[config.mk]
export PLATFORM = sky130hd
export DESIGN_NAME = ebus_phase_seq
export DESIGN_NICKNAME = d
export VERILOG_FILES = /design/src/ebus_pkg.sv /design/src/phase_if.sv /design/src/ebus_phase_seq.sv /design/src/phase_timer.sv
export SDC_FILE = /design/constraint.sdc
export NUM_CORES = 1
export LEC_CHECK = 0
export ABC_AREA = 1
export BUFFER_PORTS_ARGS = -buffer_cell sky130_fd_sc_hd__buf_2
export CORE_MARGIN = 8
export CORE_UTILIZATION = 60
export CTS_BUF_LIST = sky130_fd_sc_hd__clkbuf_8
export DETAILED_ROUTE_END_ITERATION = 6
export GPL_ROUTABILITY_DRIVEN = 0
export PLACE_DENSITY = 0.89
export SKIP_CTS_REPAIR_TIMING = 1
export SYNTH_ARGS = -nofsm -noshare
export SYNTH_HDL_FRONTEND = slang
export SYNTH_HIERARCHICAL = 1
export SYNTH_SLANG_ARGS = --single-unit
[constraint.sdc]
create_clock -name clk_i -period 8.43 [get_ports clk_i]
set_input_delay 0.4215 -clock clk_i [delete_from_list [all_inputs] [get_ports clk_i]]
set_output_delay 0.4215 -clock clk_i [all_outputs]
set_load 0.02 [all_outputs]
[src/ebus_pkg.sv]
// Shared constants and types of the external bus phase sequencer.
package ebus_pkg;

    // ------------------------------------------------------------------
    // Clock and bus speed limit
    // ------------------------------------------------------------------
    localparam int SYS_CLK_KHZ   = 100_000;
    localparam int MAX_BUS_KHZ   = 80_000;
    localparam int MIN_GAP_PS    = 12_500;
    localparam int CLK_PERIOD_PS = 1_000_000_000 / SYS_CLK_KHZ;
    // Least cycles between two pin transitions, rounded up.
    localparam logic [5:0] GAP_CYC = (SYS_CLK_KHZ > MAX_BUS_KHZ)
        ? 6'((MIN_GAP_PS + CLK_PERIOD_PS - 1) / CLK_PERIOD_PS) : 6'h01;

    // ------------------------------------------------------------------
    // Register byte offsets
    // ------------------------------------------------------------------
    localparam logic [7:0] OFF_TIMING = 8'h00;
    localparam logic [7:0] OFF_CTRL   = 8'h10;
    localparam logic [7:0] OFF_STATUS = 8'h14;
    localparam logic [7:0] OFF_CMD    = 8'h18;
    localparam logic [7:0] OFF_ADDR   = 8'h1C;
    localparam logic [7:0] OFF_WDATA  = 8'h20;
    localparam logic [7:0] OFF_RDATA  = 8'h24;

    // ------------------------------------------------------------------
    // Chip-select timing control fields and reset values
    // ------------------------------------------------------------------
    localparam int F_AS_LONG   = 0;
    localparam int F_AS_EXT    = 1;
    localparam int F_CMD_DLY   = 3;
    localparam int F_WSETUP    = 5;
    localparam int F_ACCESS    = 6;
    localparam int F_HOLD      = 11;
    localparam int F_RDY_EN    = 13;
    localparam int F_RDY_POL   = 14;
    localparam int F_RDY_ASYNC = 15;
    localparam logic [15:0] TIMING_RST = 16'h0000;

    // Control, command and status fields.
    localparam int F_DRIVE  = 0;
    localparam int F_EDGE   = 2;
    localparam int F_CLK_EN = 4;
    localparam logic [4:0] CTRL_RST = 5'h00;
    localparam int F_CMD_CS = 0;
    localparam int F_CMD_WE = 2;
    localparam int F_DONE   = 1;

    // Pad drive and edge codes.
    localparam logic [1:0] DRV_STRONG  = 2'h0;
    localparam logic [1:0] DRV_MEDIUM  = 2'h1;
    localparam logic [1:0] DRV_WEAK    = 2'h2;
    localparam logic [1:0] EDGE_SHARP  = 2'h0;
    localparam logic [1:0] EDGE_MEDIUM = 2'h1;
    localparam logic [1:0] EDGE_SLOW   = 2'h2;

    // Bus cycle phases.
    typedef enum logic [2:0] {
        PH_IDLE = 3'b000,
        PH_ADDR = 3'b001,
        PH_CMD  = 3'b010,
        PH_WSET = 3'b011,
        PH_ACC  = 3'b100,
        PH_HOLD = 3'b101
    } phase_t;

endpackage

[src/phase_if.sv]
// Link between the phase sequencer and its phase length timer.
interface phase_if;
    logic       load;
    logic [5:0] len;
    logic       last;
    modport ctrl  (output load, output len, input last);
    modport timer (input load, input len, output last);
endinterface

[src/ebus_phase_seq.sv]
// External bus cycle phase sequencer with Wishbone registers and pad control.
//
// Implementation choices: the Wishbone interface to the registers and the placing of the registers.

module ebus_phase_seq (
    input  wire logic        clk_i,
    input  wire logic        rst_i,
    input  wire logic        wb_cyc_i,
    input  wire logic        wb_stb_i,
    input  wire logic        wb_we_i,
    input  wire logic [7:0]  wb_adr_i,
    input  wire logic [3:0]  wb_sel_i,
    input  wire logic [31:0] wb_dat_i,
    output logic      [31:0] wb_dat_o,
    output logic             wb_ack_o,
    input  wire logic        ready_i,
    input  wire logic [15:0] ext_din_i,
    output logic      [15:0] ext_addr_o,
    output logic      [15:0] ext_dout_o,
    output logic             ext_doe_o,
    output logic      [3:0]  cs_n_o,
    output logic             rd_n_o,
    output logic             wr_n_o,
    output logic      [1:0]  drive_sel_o,
    output logic      [1:0]  edge_sel_o,
    output logic             reference_clock_out_en_o,
    output logic             ref_clk_o
);
    // ------------------------------------------------------------------
    // Helpers
    // ------------------------------------------------------------------
    function automatic logic [15:0] merge16(input logic [15:0] old, input logic [31:0] d, input logic [3:0] s);
        return {s[1] ? d[15:8] : old[15:8], s[0] ? d[7:0] : old[7:0]};
    endfunction

    function automatic logic [5:0] stretch(input logic [5:0] n);
        return (n != 6'h00 && n < ebus_pkg::GAP_CYC) ? ebus_pkg::GAP_CYC : n;
    endfunction

    function automatic logic [5:0] phase_len(input ebus_pkg::phase_t p, input logic [15:0] c, input logic win);
        logic [5:0] n;
        n = 6'h00;
        unique case (p)
            ebus_pkg::PH_ADDR: n = 6'h01 + {5'h00, c[ebus_pkg::F_AS_LONG]}
                                 + (win ? {4'h0, c[ebus_pkg::F_AS_EXT+:2]} : 6'h00);
            ebus_pkg::PH_CMD:  n = {4'h0, c[ebus_pkg::F_CMD_DLY+:2]};
            ebus_pkg::PH_WSET: n = {5'h00, c[ebus_pkg::F_WSETUP]};
            ebus_pkg::PH_ACC:  n = 6'h01 + {1'b0, c[ebus_pkg::F_ACCESS+:5]}
                                 + {5'h00, c[ebus_pkg::F_RDY_ASYNC] & c[ebus_pkg::F_RDY_EN]};
            ebus_pkg::PH_HOLD: n = {4'h0, c[ebus_pkg::F_HOLD+:2]};
            default:           n = 6'h00;
        endcase
        return stretch(n);
    endfunction

    // Next phase in fixed order, skipping phases of zero length.
    function automatic ebus_pkg::phase_t after(input ebus_pkg::phase_t p, input logic [15:0] c);
        ebus_pkg::phase_t q;
        q = ebus_pkg::PH_IDLE;
        if (p == ebus_pkg::PH_ADDR && phase_len(ebus_pkg::PH_CMD, c, 1'b0) != 6'h00) begin
            q = ebus_pkg::PH_CMD;
        end else if (p inside {ebus_pkg::PH_ADDR, ebus_pkg::PH_CMD}
                     && phase_len(ebus_pkg::PH_WSET, c, 1'b0) != 6'h00) begin
            q = ebus_pkg::PH_WSET;
        end else if (p inside {ebus_pkg::PH_ADDR, ebus_pkg::PH_CMD, ebus_pkg::PH_WSET}) begin
            q = ebus_pkg::PH_ACC;
        end else if (p == ebus_pkg::PH_ACC && phase_len(ebus_pkg::PH_HOLD, c, 1'b0) != 6'h00) begin
            q = ebus_pkg::PH_HOLD;
        end
        return q;
    endfunction

    // ------------------------------------------------------------------
    // Declarations
    // ------------------------------------------------------------------
    ebus_pkg::phase_t state_r, state_nxt;
    logic [15:0] timing_r [4];
    logic [15:0] timing_nxt [4];
    logic [4:0]  ctrl_r, ctrl_nxt;
    logic [15:0] addr_r, addr_nxt, wdata_r, wdata_nxt, rdata_r, rdata_nxt;
    logic [15:0] cfg_r, cfg_nxt;
    logic [1:0]  cs_r, cs_nxt, last_cs_r, last_cs_nxt;
    logic        cs_valid_r, cs_valid_nxt, we_r, we_nxt, win_r, win_nxt;
    logic        done_r, done_nxt, ack_nxt;
    logic [31:0] dat_nxt;
    logic [15:0] ext_addr_nxt, ext_dout_nxt;
    logic [3:0]  cs_n_nxt;
    logic        ext_doe_nxt, rd_n_nxt, wr_n_nxt;
    logic [1:0]  drive_nxt, edge_nxt;
    logic        rdy_s1_r, rdy_s2_r, rdy_act, acc_end, cyc_end;
    logic        wr_acc, rd_req, start, ld;
    logic [5:0]  ld_len;
    logic [7:0]  adr;

    phase_if tmr ();
    phase_timer u_timer (.clk_i(clk_i), .rst_i(rst_i), .t(tmr));
    assign tmr.load = ld;
    assign tmr.len  = ld_len;

    // Bus decode; a write lands on the edge where the master samples ack.
    assign adr    = {wb_adr_i[7:2], 2'b00};
    assign wr_acc = wb_cyc_i & wb_stb_i & wb_we_i & wb_ack_o;
    assign rd_req = wb_cyc_i & wb_stb_i & ~wb_we_i & ~wb_ack_o;
    assign start  = wr_acc && adr == ebus_pkg::OFF_CMD && wb_sel_i[0] && state_r == ebus_pkg::PH_IDLE;

    // ------------------------------------------------------------------
    // Ready input
    // ------------------------------------------------------------------
    // Two-flop synchroniser for asynchronous ready.
    always_ff @(posedge clk_i) begin
        if (rst_i) begin
            rdy_s1_r <= 1'b0;
            rdy_s2_r <= 1'b0;
        end else begin
            rdy_s1_r <= ready_i;
            rdy_s2_r <= rdy_s1_r;
        end
    end

    // Pick the synchronous or synchronised path, then apply the polarity.
    assign rdy_act = (cfg_r[ebus_pkg::F_RDY_ASYNC] ? rdy_s2_r : ready_i) ^ cfg_r[ebus_pkg::F_RDY_POL];
    assign acc_end = state_r == ebus_pkg::PH_ACC && tmr.last
                     && (!cfg_r[ebus_pkg::F_RDY_EN] || rdy_act);
    assign cyc_end = state_r != ebus_pkg::PH_IDLE && state_nxt == ebus_pkg::PH_IDLE;

    // ------------------------------------------------------------------
    // Phase sequencer
    // ------------------------------------------------------------------
    // Advance one phase when its timer expires and drive the bus pins.
    always_comb begin
        state_nxt    = state_r;
        cfg_nxt      = cfg_r;
        cs_nxt       = cs_r;
        we_nxt       = we_r;
        win_nxt      = win_r;
        last_cs_nxt  = last_cs_r;
        cs_valid_nxt = cs_valid_r;
        rdata_nxt    = rdata_r;
        ext_addr_nxt = ext_addr_o;
        ext_dout_nxt = ext_dout_o;
        unique case (state_r)
            ebus_pkg::PH_IDLE: begin
                if (start) begin
                    cs_nxt       = wb_dat_i[ebus_pkg::F_CMD_CS+:2];
                    we_nxt       = wb_dat_i[ebus_pkg::F_CMD_WE];
                    cfg_nxt      = timing_r[wb_dat_i[ebus_pkg::F_CMD_CS+:2]];
                    win_nxt      = !cs_valid_r || wb_dat_i[ebus_pkg::F_CMD_CS+:2] != last_cs_r;
                    last_cs_nxt  = wb_dat_i[ebus_pkg::F_CMD_CS+:2];
                    cs_valid_nxt = 1'b1;
                    ext_addr_nxt = addr_r;
                    ext_dout_nxt = wdata_r;
                    state_nxt    = ebus_pkg::PH_ADDR;
                end
            end
            ebus_pkg::PH_ACC: begin
                if (acc_end) begin
                    rdata_nxt = we_r ? rdata_r : ext_din_i;
                    state_nxt = after(state_r, cfg_r);
                end
            end
            ebus_pkg::PH_ADDR, ebus_pkg::PH_CMD, ebus_pkg::PH_WSET, ebus_pkg::PH_HOLD: begin
                if (tmr.last) begin
                    state_nxt = after(state_r, cfg_r);
                end
            end
            default: state_nxt = ebus_pkg::PH_IDLE;
        endcase
        ld     = state_nxt != state_r && state_nxt != ebus_pkg::PH_IDLE;
        ld_len = phase_len(state_nxt, cfg_nxt, win_nxt);
        cs_n_nxt    = (state_nxt == ebus_pkg::PH_IDLE) ? 4'hF : ~(4'h1 << cs_nxt);
        rd_n_nxt    = !(state_nxt == ebus_pkg::PH_ACC && !we_nxt);
        wr_n_nxt    = !(state_nxt == ebus_pkg::PH_ACC && we_nxt);
        ext_doe_nxt = we_nxt && state_nxt inside {ebus_pkg::PH_WSET, ebus_pkg::PH_ACC, ebus_pkg::PH_HOLD};
    end

    always_ff @(posedge clk_i) begin
        if (rst_i) begin
            state_r    <= ebus_pkg::PH_IDLE;
            cfg_r      <= ebus_pkg::TIMING_RST;
            cs_r       <= 2'h0;
            we_r       <= 1'b0;
            win_r      <= 1'b0;
            last_cs_r  <= 2'h0;
            cs_valid_r <= 1'b0;
            rdata_r    <= 16'h0000;
            ext_addr_o <= 16'h0000;
            ext_dout_o <= 16'h0000;
            ext_doe_o  <= 1'b0;
            cs_n_o     <= 4'hF;
            rd_n_o     <= 1'b1;
            wr_n_o     <= 1'b1;
        end else begin
            state_r    <= state_nxt;
            cfg_r      <= cfg_nxt;
            cs_r       <= cs_nxt;
            we_r       <= we_nxt;
            win_r      <= win_nxt;
            last_cs_r  <= last_cs_nxt;
            cs_valid_r <= cs_valid_nxt;
            rdata_r    <= rdata_nxt;
            ext_addr_o <= ext_addr_nxt;
            ext_dout_o <= ext_dout_nxt;
            ext_doe_o  <= ext_doe_nxt;
            cs_n_o     <= cs_n_nxt;
            rd_n_o     <= rd_n_nxt;
            wr_n_o     <= wr_n_nxt;
        end
    end

    // ------------------------------------------------------------------
    // Register file and pad control
    // ------------------------------------------------------------------
    // Wishbone writes, read mux, done flag and pad selection.
    always_comb begin
        timing_nxt = timing_r;
        ctrl_nxt   = ctrl_r;
        addr_nxt   = addr_r;
        wdata_nxt  = wdata_r;
        done_nxt   = done_r;
        ack_nxt    = wb_cyc_i & wb_stb_i & ~wb_ack_o;
        dat_nxt    = wb_dat_o;
        if (wr_acc) begin
            if (adr >= ebus_pkg::OFF_TIMING && adr < ebus_pkg::OFF_CTRL) begin
                timing_nxt[adr[3:2]] = merge16(timing_r[adr[3:2]], wb_dat_i, wb_sel_i);
            end else if (adr == ebus_pkg::OFF_CTRL && wb_sel_i[0]) begin
                ctrl_nxt = wb_dat_i[4:0];
            end else if (adr == ebus_pkg::OFF_STATUS && wb_sel_i[0] && wb_dat_i[ebus_pkg::F_DONE]) begin
                done_nxt = 1'b0;
            end else if (adr == ebus_pkg::OFF_ADDR) begin
                addr_nxt = merge16(addr_r, wb_dat_i, wb_sel_i);
            end else if (adr == ebus_pkg::OFF_WDATA) begin
                wdata_nxt = merge16(wdata_r, wb_dat_i, wb_sel_i);
            end
        end
        // A cycle ending in the same cycle as the clear keeps the flag set.
        if (cyc_end) begin
            done_nxt = 1'b1;
        end
        if (rd_req) begin
            if (adr >= ebus_pkg::OFF_TIMING && adr < ebus_pkg::OFF_CTRL) begin
                dat_nxt = {16'h0000, timing_r[adr[3:2]]};
            end else begin
                unique case (adr)
                    ebus_pkg::OFF_CTRL:   dat_nxt = {27'h000_0000, ctrl_r};
                    ebus_pkg::OFF_STATUS: dat_nxt = {26'h000_0000, state_r == ebus_pkg::PH_ACC && tmr.last,
                                                     state_r, done_r, state_r != ebus_pkg::PH_IDLE};
                    ebus_pkg::OFF_CMD:    dat_nxt = {29'h000_0000, we_r, cs_r};
                    ebus_pkg::OFF_ADDR:   dat_nxt = {16'h0000, addr_r};
                    ebus_pkg::OFF_WDATA:  dat_nxt = {16'h0000, wdata_r};
                    ebus_pkg::OFF_RDATA:  dat_nxt = {16'h0000, rdata_r};
                    default:              dat_nxt = 32'h0000_0000;
                endcase
            end
        end
        drive_nxt = ctrl_r[ebus_pkg::F_DRIVE+:2];
        edge_nxt  = (drive_nxt == ebus_pkg::DRV_STRONG) ? ctrl_r[ebus_pkg::F_EDGE+:2] : ebus_pkg::EDGE_SHARP;
    end

    always_ff @(posedge clk_i) begin
        if (rst_i) begin
            timing_r    <= '{default: ebus_pkg::TIMING_RST};
            ctrl_r      <= ebus_pkg::CTRL_RST;
            addr_r      <= 16'h0000;
            wdata_r     <= 16'h0000;
            done_r      <= 1'b0;
            wb_ack_o    <= 1'b0;
            wb_dat_o    <= 32'h0000_0000;
            drive_sel_o <= ebus_pkg::DRV_STRONG;
            edge_sel_o  <= ebus_pkg::EDGE_SHARP;
            reference_clock_out_en_o <= 1'b0;
        end else begin
            timing_r    <= timing_nxt;
            ctrl_r      <= ctrl_nxt;
            addr_r      <= addr_nxt;
            wdata_r     <= wdata_nxt;
            done_r      <= done_nxt;
            wb_ack_o    <= ack_nxt;
            wb_dat_o    <= dat_nxt;
            drive_sel_o <= drive_nxt;
            edge_sel_o  <= edge_nxt;
            reference_clock_out_en_o <= ctrl_nxt[ebus_pkg::F_CLK_EN];
        end
    end

    // The reference clock is the system clock, gated by its enable.
    assign ref_clk_o = clk_i & reference_clock_out_en_o;
endmodule

[src/phase_timer.sv]
// Down counter that times the length of one bus cycle phase.
module phase_timer (
    input  wire logic clk_i,
    input  wire logic rst_i,
    phase_if.timer    t
);
    logic [5:0] cnt_r;
    logic [5:0] cnt_nxt;

    // Load the phase length, then count down and park at one.
    always_comb begin
        cnt_nxt = cnt_r;
        if (t.load) begin
            cnt_nxt = t.len;
        end else if (cnt_r > 6'h01) begin
            cnt_nxt = cnt_r - 6'h01;
        end
    end

    always_ff @(posedge clk_i) begin
        if (rst_i) begin
            cnt_r <= 6'h00;
        end else begin
            cnt_r <= cnt_nxt;
        end
    end

    // The last cycle of a phase is the one where the count is down to one.
    assign t.last = (cnt_r <= 6'h01);
endmodule

## Yosys cells after proc, flatten, opt, wreduce, memory -nomap -nowiden

Cells that the tools add are included.

- Flip-flop bits (word level): 228
- Bits of input ports: 66
- Output and inout bits: 78
- Word-level logic and storage cells: 233

- Add/subtract/negate cells: 5
- Magnitude comparators: 14
- Equal/unequal tests: 20
- Shifts and indexed selects: 1
- Mux-type cells: 69
- Bitwise logic cells: 20
- Reduce and logical (&&, ||, !) cells: 71

Operators by type and width:

| kind | count |
|---|---|
| $mux W6 | 28 |
| $mux W16 | 8 |
| $pmux W16 S6 | 1 |
| $reduce_bool A6 Y1 | 13 |
| $bmux W16 S2 | 2 |
| $bwmux W64 | 1 |
| $lt A6 B2 Y1 const B | 7 |
| $mux W3 | 11 |
| $demux W16 S2 | 1 |
| $pmux W6 S5 | 1 |
| $logic_and A1 B1 Y1 | 28 |
| $eq A6 B3 Y1 const B | 4 |
| $mux W8 | 2 |
| $reduce_and A7 Y1 | 2 |
| $eq A3 B2 Y1 const B | 4 |
| $eq A3 B3 Y1 const B | 4 |
| $eq A6 B4 Y1 const B | 2 |
| $reduce_and A6 Y1 | 2 |
| $reduce_bool A3 Y1 | 4 |
| $mux W1 | 10 |
| $pmux W3 S3 | 1 |
| $and A1 B1 Y1 | 8 |
| $ge A8 B1 Y1 const B | 1 |
| $lt A8 B5 Y1 const B | 1 |
| other kinds (29) | 54 |

## Longest topological paths before layout

Gate-level depths: netlist of run 1.

- Depth after elaboration: 40
- Depth in mapped cells: 27
- Gate-level depth less buffers: 26

## Modules after synthesis

Netlist of run 1, hierarchy kept.

By module, submodules not included:

| module | times used | cells each | area an instance (um^2) | sequential area each (um^2) |
|---|---|---|---|---|
| ebus_phase_seq | 1 | 1270 | 9168.8 | 4124.0 |
| phase_timer | 1 | 58 | 372.9 | 120.1 |

==> flow_metrics.tcl, run 1 <==
set metrics [dict create \
    synth_area_um2 9542 \
    p_comb_share_pct 9.9 \
    final_layout_size_suffix_gt1_share_pct 13.63 \
    die_y_um 142.1 \
    relSlewSlack_pct 27.09 \
    highest_layer "met5" \
    yosysWarnings 6 \
    ant_nets 0 \
    vias_per_cell 5.870 \
    synth_edf_count 0 \
    syn_area_per_cell_um2 7.185 \
    critical_path_buf_inv_count 4 \
    drc_errors 0 \
    dr_wl_met2_mm 12.46 \
    fin_nets 1482 \
    p_per_area_nw_per_um2 198.2 \
    portBuffers 107 \
    ir_drop_v 0.0001844 \
    dr.pass1.iters 6 \
    seq_area_frac_synth_pct 44.48 \
    tritoncts "done" \
    drtIter0Drc 1127 \
    ys.flop_type "dfxtp_1" \
    place_area_um2 10060 \
    initial_core_util_pct 60.73 \
    wl_met3_mm 3.478 \
    grt_pass1_wl_mm 44.48 \
    crit_fanout 2 \
    p_sw_mw 0.5624 \
    placedCellCount 1586 \
    critPathTopFamily "buffers and inverters" \
    critical-path-slowest-cell "buf_2" \
    syn_inst 1328 \
    clock_latency_ps 640 \
    endpoint_kind "primary output" \
    cellLeakagePower_nw 4.637 \
    core-area_um2 15710 \
    critPathKind "clock port to primary output" \
    p_clk_share_pct 41.9 \
    hpwlAfterDp_mm 18.52 \
    async_flop_share_pct 0 \
    startpoint_type "clock port" \
    most-common-layout-cells "nand2_1 (237), dfxtp_1 (212), o21ai_0 (189)" \
    die_w_um 142.1 \
    grt_pass1_vias 8980 \
    mostFrequentLayoutCell "nand2_1" \
    diodes 0 \
    max_slew.worst_pin.slew_ps 1091 \
    drv_slew 0 \
    die_area_um2 20190 \
    cts.reportedPaths.clkPinSlew_ps 70 \
    m1WireLength_mm 10.98 \
    switching_share_pct 26.39 \
    via_count 9668 \
    register_area_um2 4244 \
    fillers 1320 \
    area_growth_pct 12.72 \
    hold_path_class "primary input to register" \
    grt_overflow 0 \
    antenna_found_initial 1 \
    final_cells 1647 \
    grt_max_degree 108 \
    place_ws_ps 3584 \
    cp.required_ps 8010 \
    stdcell_area_um2 10760 \
    slowest_delay_ps 150 \
    rsz0062_at_grt "no" \
    wl_mm 27.76 \
    multi_input_area_um2 4516 \
    rows 46 \
    setup_viol 0 \
    setup_ws_ps 3329 \
    arrival_ps 4680 \
    drv_cap 0 \
    setup_tns_ps 0 \
    hold_viol 0 \
    io_pins 144 \
    skew_ps 14.59 \
    outcome "finished, final reports clean" \
    wl_per_cell_um 16.85 \
    synth_cell_types 45 \
    worstPathCellList "clkbuf_8, clkbuf_8, nand2_1, inv_1, buf_2" \
    pwr-share-seq_pct 48.2 \
    worst_path_most_repeated_cell "clkbuf_8" \
    p_int_mw 1.569 \
    synth-seq-cells 212 \
    grt_usage_pct 27.49 \
]
[area by class of cell]
type	count	share of cell area, %
multi-input cells	929	41.98
flip-flops and latches	212	39.46
repair buffers	115	5.561
clock buffers	44	5.549
inverters	112	3.920
well taps	216	2.513
clock inverters	19	1.012
[synth_stat cells (11+ instances only)]
cell / number / share of area [%]
a211oi_1: 11 / 0.87
dfxtp_1: 212 / 44
buf_2: 15 / 0.79
nand3_1: 51 / 2.7
nand2_1: 237 / 9.3
a31oi_1: 16 / 1.0
nor2_1: 175 / 6.9
clkbuf_1: 51 / 2.0
inv_1: 104 / 4.1
a221oi_1: 13 / 1.2
buf_4: 18 / 1.4
o21ai_0: 189 / 9.9
a22oi_1: 25 / 2.0
a21oi_1: 118 / 6.2
[flip-flops by register name, summed over array words and instances (netlist names), 2 cells and up]
| name | count |
|---|---|
| state_r | 3 |
| rdata_r | 16 |
| ext_dout_o | 16 |
| cfg_r | 16 |
| timing_r | 64 |
| addr_r | 16 |
| ctrl_r | 4 |
| ext_addr_o | 16 |
| wb_dat_o | 16 |
| u_timer/cnt_r | 6 |
| drive_sel_o | 2 |
| wdata_r | 16 |
| last_cs_r | 2 |
| edge_sel_o | 2 |
| cs_n_o | 4 |
| cs_r | 2 |
[final timing paths]
kind	start	to	slack, ps	depth (start not counted)
worst max-delay path	clk_i	ref_clk_o	3330	5
worst max register to register	wb_ack_o	u_timer/cnt_r[1]	4700	24
worst min register to register	rdy_s1_r	rdy_s2_r	420	2
worst min-delay path	ready_i	rdy_s1_r	60	3
[metal layers]
layer | up-vias | track usage (%)
met5 | - | 0
met4 | 2 | 11.81
met3 | 82 | 8.319
met2 | 579 | 42.94
met1 | 4417 | 34.49
li1 | 4588 | -
[kinds of logic (layout without fill, tap and decap cells)]
group / count (synthesis) / in the layout / share of synthesized area, %
simple gates: 503 / 503 / 22.00
compound gates: 398 / 398 / 23.25
flops: 212 / 212 / 44.48
buf+inv: 202 / 290 / 8.864
fa+ha+maj: 6 / 6 / 0.7868
xor+xnor: 4 / 4 / 0.3671
mux: 2 / 2 / 0.2098
other cells: 1 / 16 / 0.03930
[worst register-to-register path, delay by kind of cell (launching register included)]
| family | cells | cell delay [ps] |
|---|---|---|
| buffers and inverters | 4 | 420 |
| AND/OR/NAND/NOR | 14 | 1860 |
| AO/OA/AOI/OAI | 4 | 570 |
| adder cells (fa/ha/maj) | 2 | 420 |
| flip-flops | 1 | 380 |
[per-stage QoR]
| stage | utilization (%) | total power, mW | hold slack, ps |
|---|---|---|---|
| finish | 68.45 | 2.132 | 64.75 |
| global route | 68.45 | 2.209 | 73.08 |
| CTS | 68.45 | 2.129 | 51.38 |
| detailed placement | 64.02 | 1.252 | 403.0 |
| global placement | 64.02 | 1.245 | 395.9 |
| floorplan | - | 1.201 | 388.3 |
[power by group through the flow]
stage	sequential [mW]	combinational, mW	clock (mW)
floorplan	1.05	0.151	0.00000180
global placement	1.05	0.197	0.00000252
detailed placement	1.05	0.203	0.00000252
CTS	1.03	0.205	0.897
global route	1.03	0.231	0.950
finish	1.03	0.211	0.894
Note: power is estimated with default switching activity, not from simulation.
==> run 2: changes to the inputs <==
CORE_UTILIZATION = 53   (was 60)
PLACE_DENSITY = 0.84   (was 0.89)
clock period = 4.4 ns   (was 8.43 ns; I/O delays follow)
==> run 2 against run 1 <==
The flow now finishes with violations (negative hold slack). Cell count up 3.3%. Sequential cell count is the same. Wire length increased by 0.43%. Via count is 1.2% lower. Clock skew is 7.2 ps higher. Sequential share of layout area fell by 1.5 points. Core utilization shrank 5.8 points. Clock-buffer cell count grew 2. Non-clock buffer count is 39 higher. Critical path type is now register to register.
==> flow_metrics.tcl, run 2 (synthesis gave the netlist of run 1 again) <==
set metrics [dict create \
    outcome "complete, but fails checks" \
    violations "negative hold slack" \
    hold_path_class "primary input to register" \
    startpoint_type "register" \
    min_to "wdata_r[4]" \
    hold_viol 1 \
    fin_crit_sh_pct 81.98 \
    setup_ws_ps 793.1 \
    arrival_ps 4160 \
    portBuffers 107 \
    r2r_cells 22 \
    skew_ps 21.75 \
    most-common-layout-cells "nand2_1 (237), dfxtp_1 (212), o21ai_0 (189)" \
    cts.reportedPaths.clkPinSlew_ps 60 \
    die_y_um 150.2 \
    fillers 1534 \
    grt_overflow 0 \
    p_sw_mw 1.092 \
    final_cells 1701 \
    final_layout_size_suffix_gt1_share_pct 14.06 \
    grt_pass1_vias 8806 \
    rows 49 \
    placedCellCount 1607 \
    hold_start "wb_dat_i[4]" \
    clock_latency_ps 640 \
    largest_register "timing_r" \
    grt_max_degree 124 \
    p_comb_share_pct 10.2 \
    switching_share_pct 26.25 \
    crit_start "wb_ack_o" \
    dr.pass1.iters 7 \
    r2r-start "wb_ack_o" \
    fin_nets 1521 \
    drv_slew 0 \
    endpoint_kind "register" \
    min_period_ps 3607 \
    p_clk_share_pct 42.6 \
    mostFrequentLayoutCell "nand2_1" \
    drc_errors 0 \
    stdcell_area_um2 11180 \
    max_freq_mhz 277.2 \
    setup_viol 0 \
    tritoncts "done" \
    ant_nets 0 \
    die_area_um2 22550 \
    wl_mm 27.88 \
    initial_core_util_pct 53.48 \
    crit_fanout 8 \
    p_int_mw 3.070 \
    post-route-util_pct 62.68 \
    wl_per_cell_um 16.39 \
    hpwlAfterDp_mm 18.80 \
    die_w_um 150.2 \
    core-area_um2 17840 \
    relSlewSlack_pct 28.71 \
    cellLeakagePower_nw 4.829 \
    drv_cap 0 \
    largest_register_ffs 64 \
    reg2reg_slack_ps 790 \
    min_delay_path_depth 3 \
    io_pins 144 \
    grt_pass1_wl_mm 43.70 \
    max_slew.worst_pin.slew_ps 1066 \
    power.total_mw 4.162 \
    antenna_found_initial 0 \
    pwr-share-seq_pct 47.3 \
    vias_per_cell 5.618 \
    drtIter0Drc 991 \
    place_area_um2 10150 \
    area_growth_pct 17.20 \
    via_count 9556 \
    grt_usage_pct 24.22 \
    r2r_end "u_timer/cnt_r[0]" \
    rsz0062_at_grt "no" \
    ir_drop_v 0.0003461 \
    setup_tns_ps 0 \
    critPathKind "register to register" \
    place_ws_ps 865.5 \
    hold_ws_ps -9.503 \
    cp.required_ps 4960 \
    diodes 0 \
    p_per_area_nw_per_um2 372.2 \
]
run 2: cell types whose count changed in the layout (fill, tap and decap cells not counted), sizes merged:
cell	delta
dlygate4sd3	+31
clkinvlp	-2
clkinv	+3
buf	+8
clkbuf	+2
inv	-1
run 2: layout make-up:
class | count | area [µm²] | area share, %
clock buffer | 46 | 624.3 | 5.583
timing repair buffer | 154 | 980.9 | 8.772
sequential | 212 | 4244 | 37.95
inverter | 112 | 421.7 | 3.770
clock inverter | 19 | 110.1 | 0.9846
tap | 229 | 286.5 | 2.562
multi-input combinational | 929 | 4516 | 40.38
run 2: power groups by stage:
| stage | clock network [mW] | logic (mW) | registers [mW] |
|---|---|---|---|
| 6_report | 1.77 | 0.424 | 1.97 |
| 5_1_grt | 1.87 | 0.466 | 1.97 |
| 4_1_cts | 1.78 | 0.395 | 1.97 |
| 3_5_place_dp | 0.00000482 | 0.393 | 2.01 |
| 3_3_place_gp | 0.00000482 | 0.385 | 2.01 |
| 2_1_floorplan | 0.00000343 | 0.288 | 2.01 |
run 2: worst max-delay path by stage:
stage | to | slack (ps) | cells after the start
final | u_timer/cnt_r[0] | 790 | 22
after global routing | u_timer/cnt_r[0] | 390 | 22
after CTS | u_timer/cnt_r[0] | 820 | 22
after detailed placement | u_timer/cnt_r[0] | 870 | 22
after global placement | u_timer/cnt_r[1] | 950 | 23
after floorplan | u_timer/cnt_r[1] | 1370 | 22
run 2: layer usage:
metal	part of all wire, %	vias to the layer above	track usage, %
met2	44	505	38.11
met4	3.5	0	12.29
met3	11	87	5.861
li1	-	4662	-
met5	0	-	0
met1	41	4302	30.50
run 2: critical path, cell delays in order (launching register included):
cell and delay, ps:
dfxtp_1 380, nand4_1 360, nor2_1 290, nand2_2 100, nor2_2 280, inv_1 210
a21oi_1 160, a221oi_1 80, or2_1 250, ha_1 220, inv_1 120, ha_1 220
nand3b_1 120, nand2_1 60, inv_1 40, nand2_1 70, nand3_1 100, nor2_1 40
a21oi_1 130, nor2_1 60, nor2_1 80, nand2_1 60, a21oi_1 100
==> run 3: changes to the inputs <==
CORE_UTILIZATION = 59   (was 53)
PLACE_DENSITY = 0.88   (was 0.84)
clock period = 3.6 ns   (was 4.4 ns; I/O delays follow)
==> run 3 against run 2 <==
First-iteration DRC count is 28% higher. Critical path depth stayed put. Via count is 3.7% higher. The run ends with design-rule violations left. Combinational power is 27% higher. Maximum frequency is 11% higher. Worst hold slack better by 60 ps.
==> flow_metrics.tcl, run 3 (synthesis gave the netlist of run 1 again) <==
set metrics [dict create \
    outcome "complete, but fails checks" \
    violations "design-rule violations" \
    drv_cap 0 \
    grt_overflow 0 \
    skew_ps 15.51 \
    grt_max_degree 62 \
    slowest_delay_ps 380 \
    grt_usage_pct 27.14 \
    critical_path_buf_inv_count 4 \
    hold_start "wb_adr_i[5]" \
    largest_register "timing_r" \
    largest_register_ffs 64 \
    worst_path_most_repeated_cell "nand2_1" \
    r2r-start "wb_ack_o" \
    arrival_ps 3760 \
    dr.pass1.iters 7 \
    multi_input_area_um2 4516 \
    startpoint_type "register" \
    min_period_ps 3237 \
    hold_viol 0 \
    rows 46 \
    core-area_um2 15830 \
    grt_pass1_vias 8963 \
    die_w_um 143.2 \
    p_per_area_nw_per_um2 466.1 \
    die_area_um2 20500 \
    cts.reportedPaths.clkPinSlew_ps 70 \
    p_int_mw 3.921 \
    critPathKind "register to register" \
    fin_nets 1534 \
    drv_slew 0 \
    endpoint_kind "register" \
    io_pins 144 \
    diodes 0 \
    stdcell_area_um2 11330 \
    pwr-share-seq_pct 45.5 \
    final_layout_size_suffix_gt1_share_pct 14.97 \
    die_y_um 143.2 \
    rsz0062_at_grt "no" \
    wl_mm 28.80 \
    portBuffers 107 \
    register_area_um2 4247 \
    worstPathCellList "nand4_1, buf_4, nor2_2, nand3_1, a21oi_1, inv_1, or2_1, ha_1, inv_1, ha_1, nand3b_1, nand2_1, inv_1, nand2_1, nand3_1, nor2_1, nand2_1, nand2_1, nor2_1, nor2_1, o21ai_1, a21oi_1" \
    initial_core_util_pct 60.28 \
    hold_path_class "primary input to register" \
    cellLeakagePower_nw 4.898 \
    drtIter0Drc 1266 \
    switching_share_pct 25.75 \
    grt_pass1_wl_mm 44.40 \
    mostFrequentLayoutCell "nand2_1" \
    antenna_found_initial 0 \
    via_count 9909 \
    fin_crit_sh_pct 89.92 \
    max_freq_mhz 308.9 \
    setup_tns_ps 0 \
    max_slew.worst_pin.slew_ps 892.6 \
    p_clk_share_pct 44.3 \
    most-common-layout-cells "nand2_1 (237), dfxtp_1 (210), o21ai_0 (189)" \
    crit_start "wb_ack_o" \
    vias_per_cell 5.832 \
    ir_drop_v 0.0002469 \
    setup_viol 0 \
    p_sw_mw 1.360 \
    place_area_um2 10190 \
    clock_latency_ps 640 \
    tritoncts "done" \
    relSlewSlack_pct 40.27 \
    p_comb_share_pct 10.2 \
    critical-path-slowest-cell "dfxtp_1" \
    cp.required_ps 4130 \
    fillers 1188 \
    hpwlAfterDp_mm 19.08 \
    wl_per_cell_um 16.95 \
    crit_fanout 5 \
    area_growth_pct 18.74 \
    ant_nets 0 \
    drc_errors 1 \
    critPathTopFamily "simple AND/OR/NAND/NOR gates" \
]
## run 3: through the flow
step | hold slack (ps) | instances | total power [mW] | utilization [%] | setup slack [ps]
2_1_floorplan | 249.1 | 1343 | 2.813 | - | 566.7
3_3_place_gp | 389.3 | 1602 | 2.927 | 64.37 | 452.9
3_5_place_dp | 389.3 | 1602 | 2.944 | 64.37 | 367.4
4_1_cts | -183.2 | 1663 | 5.243 | 69.30 | 264.6
5_1_grt | 50.75 | 1699 | 5.471 | 71.58 | 13.43
6_report | 50.93 | 1699 | 5.281 | 71.58 | 363.0
## run 3: layout make-up
class | instances | area share (%)
clock inverters | 16 | 1.336
flip-flops and latches | 212 | 37.48
inverters | 112 | 3.722
clock buffers | 47 | 5.632
well taps | 216 | 2.385
multi-input cells | 929 | 39.86
repair buffers | 167 | 9.586
## run 3: routing by layer
| layer | global-route usage [%] | part of all wire [%] | vias to the layer above |
|---|---|---|---|
| met5 | 0 | 0 | - |
| met4 | 14.43 | 3.8 | 0 |
| met3 | 10.22 | 13 | 95 |
| met2 | 41.35 | 44 | 644 |
| met1 | 32.59 | 38 | 4483 |
| li1 | - | - | 4687 |
## run 3: final timing paths
path	slack, ps	depth (start not counted)	to
worst max-delay path	360	22	u_timer/cnt_r[1]
worst min-delay path	50	4	wb_dat_o[5]
worst max register to register	360	22	u_timer/cnt_r[1]
worst min register to register	410	2	rdy_s2_r
## run 3: worst register-to-register path: stages (launching register included)
cell	delay (ps)
dfxtp_1	380
nand4_1	170
buf_4	190
nor2_2	220
nand3_1	230
a21oi_1	200
inv_1	60
or2_1	230
ha_1	180
inv_1	140
ha_1	250
nand3b_1	130
nand2_1	60
inv_1	40
nand2_1	70
nand3_1	110
nor2_1	40
nand2_1	60
nand2_1	50
nor2_1	100
nor2_1	40
o21ai_1	100
a21oi_1	60
## run 3: power by group through the flow
stage / registers (mW) / logic (mW) / clock network [mW]
floorplan: 2.46 / 0.352 / 0.00000420
CTS: 2.41 / 0.493 / 2.34
global route: 2.41 / 0.592 / 2.47
detailed placement: 2.46 / 0.488 / 0.00000589
finish: 2.41 / 0.537 / 2.34
global placement: 2.45 / 0.473 / 0.00000589
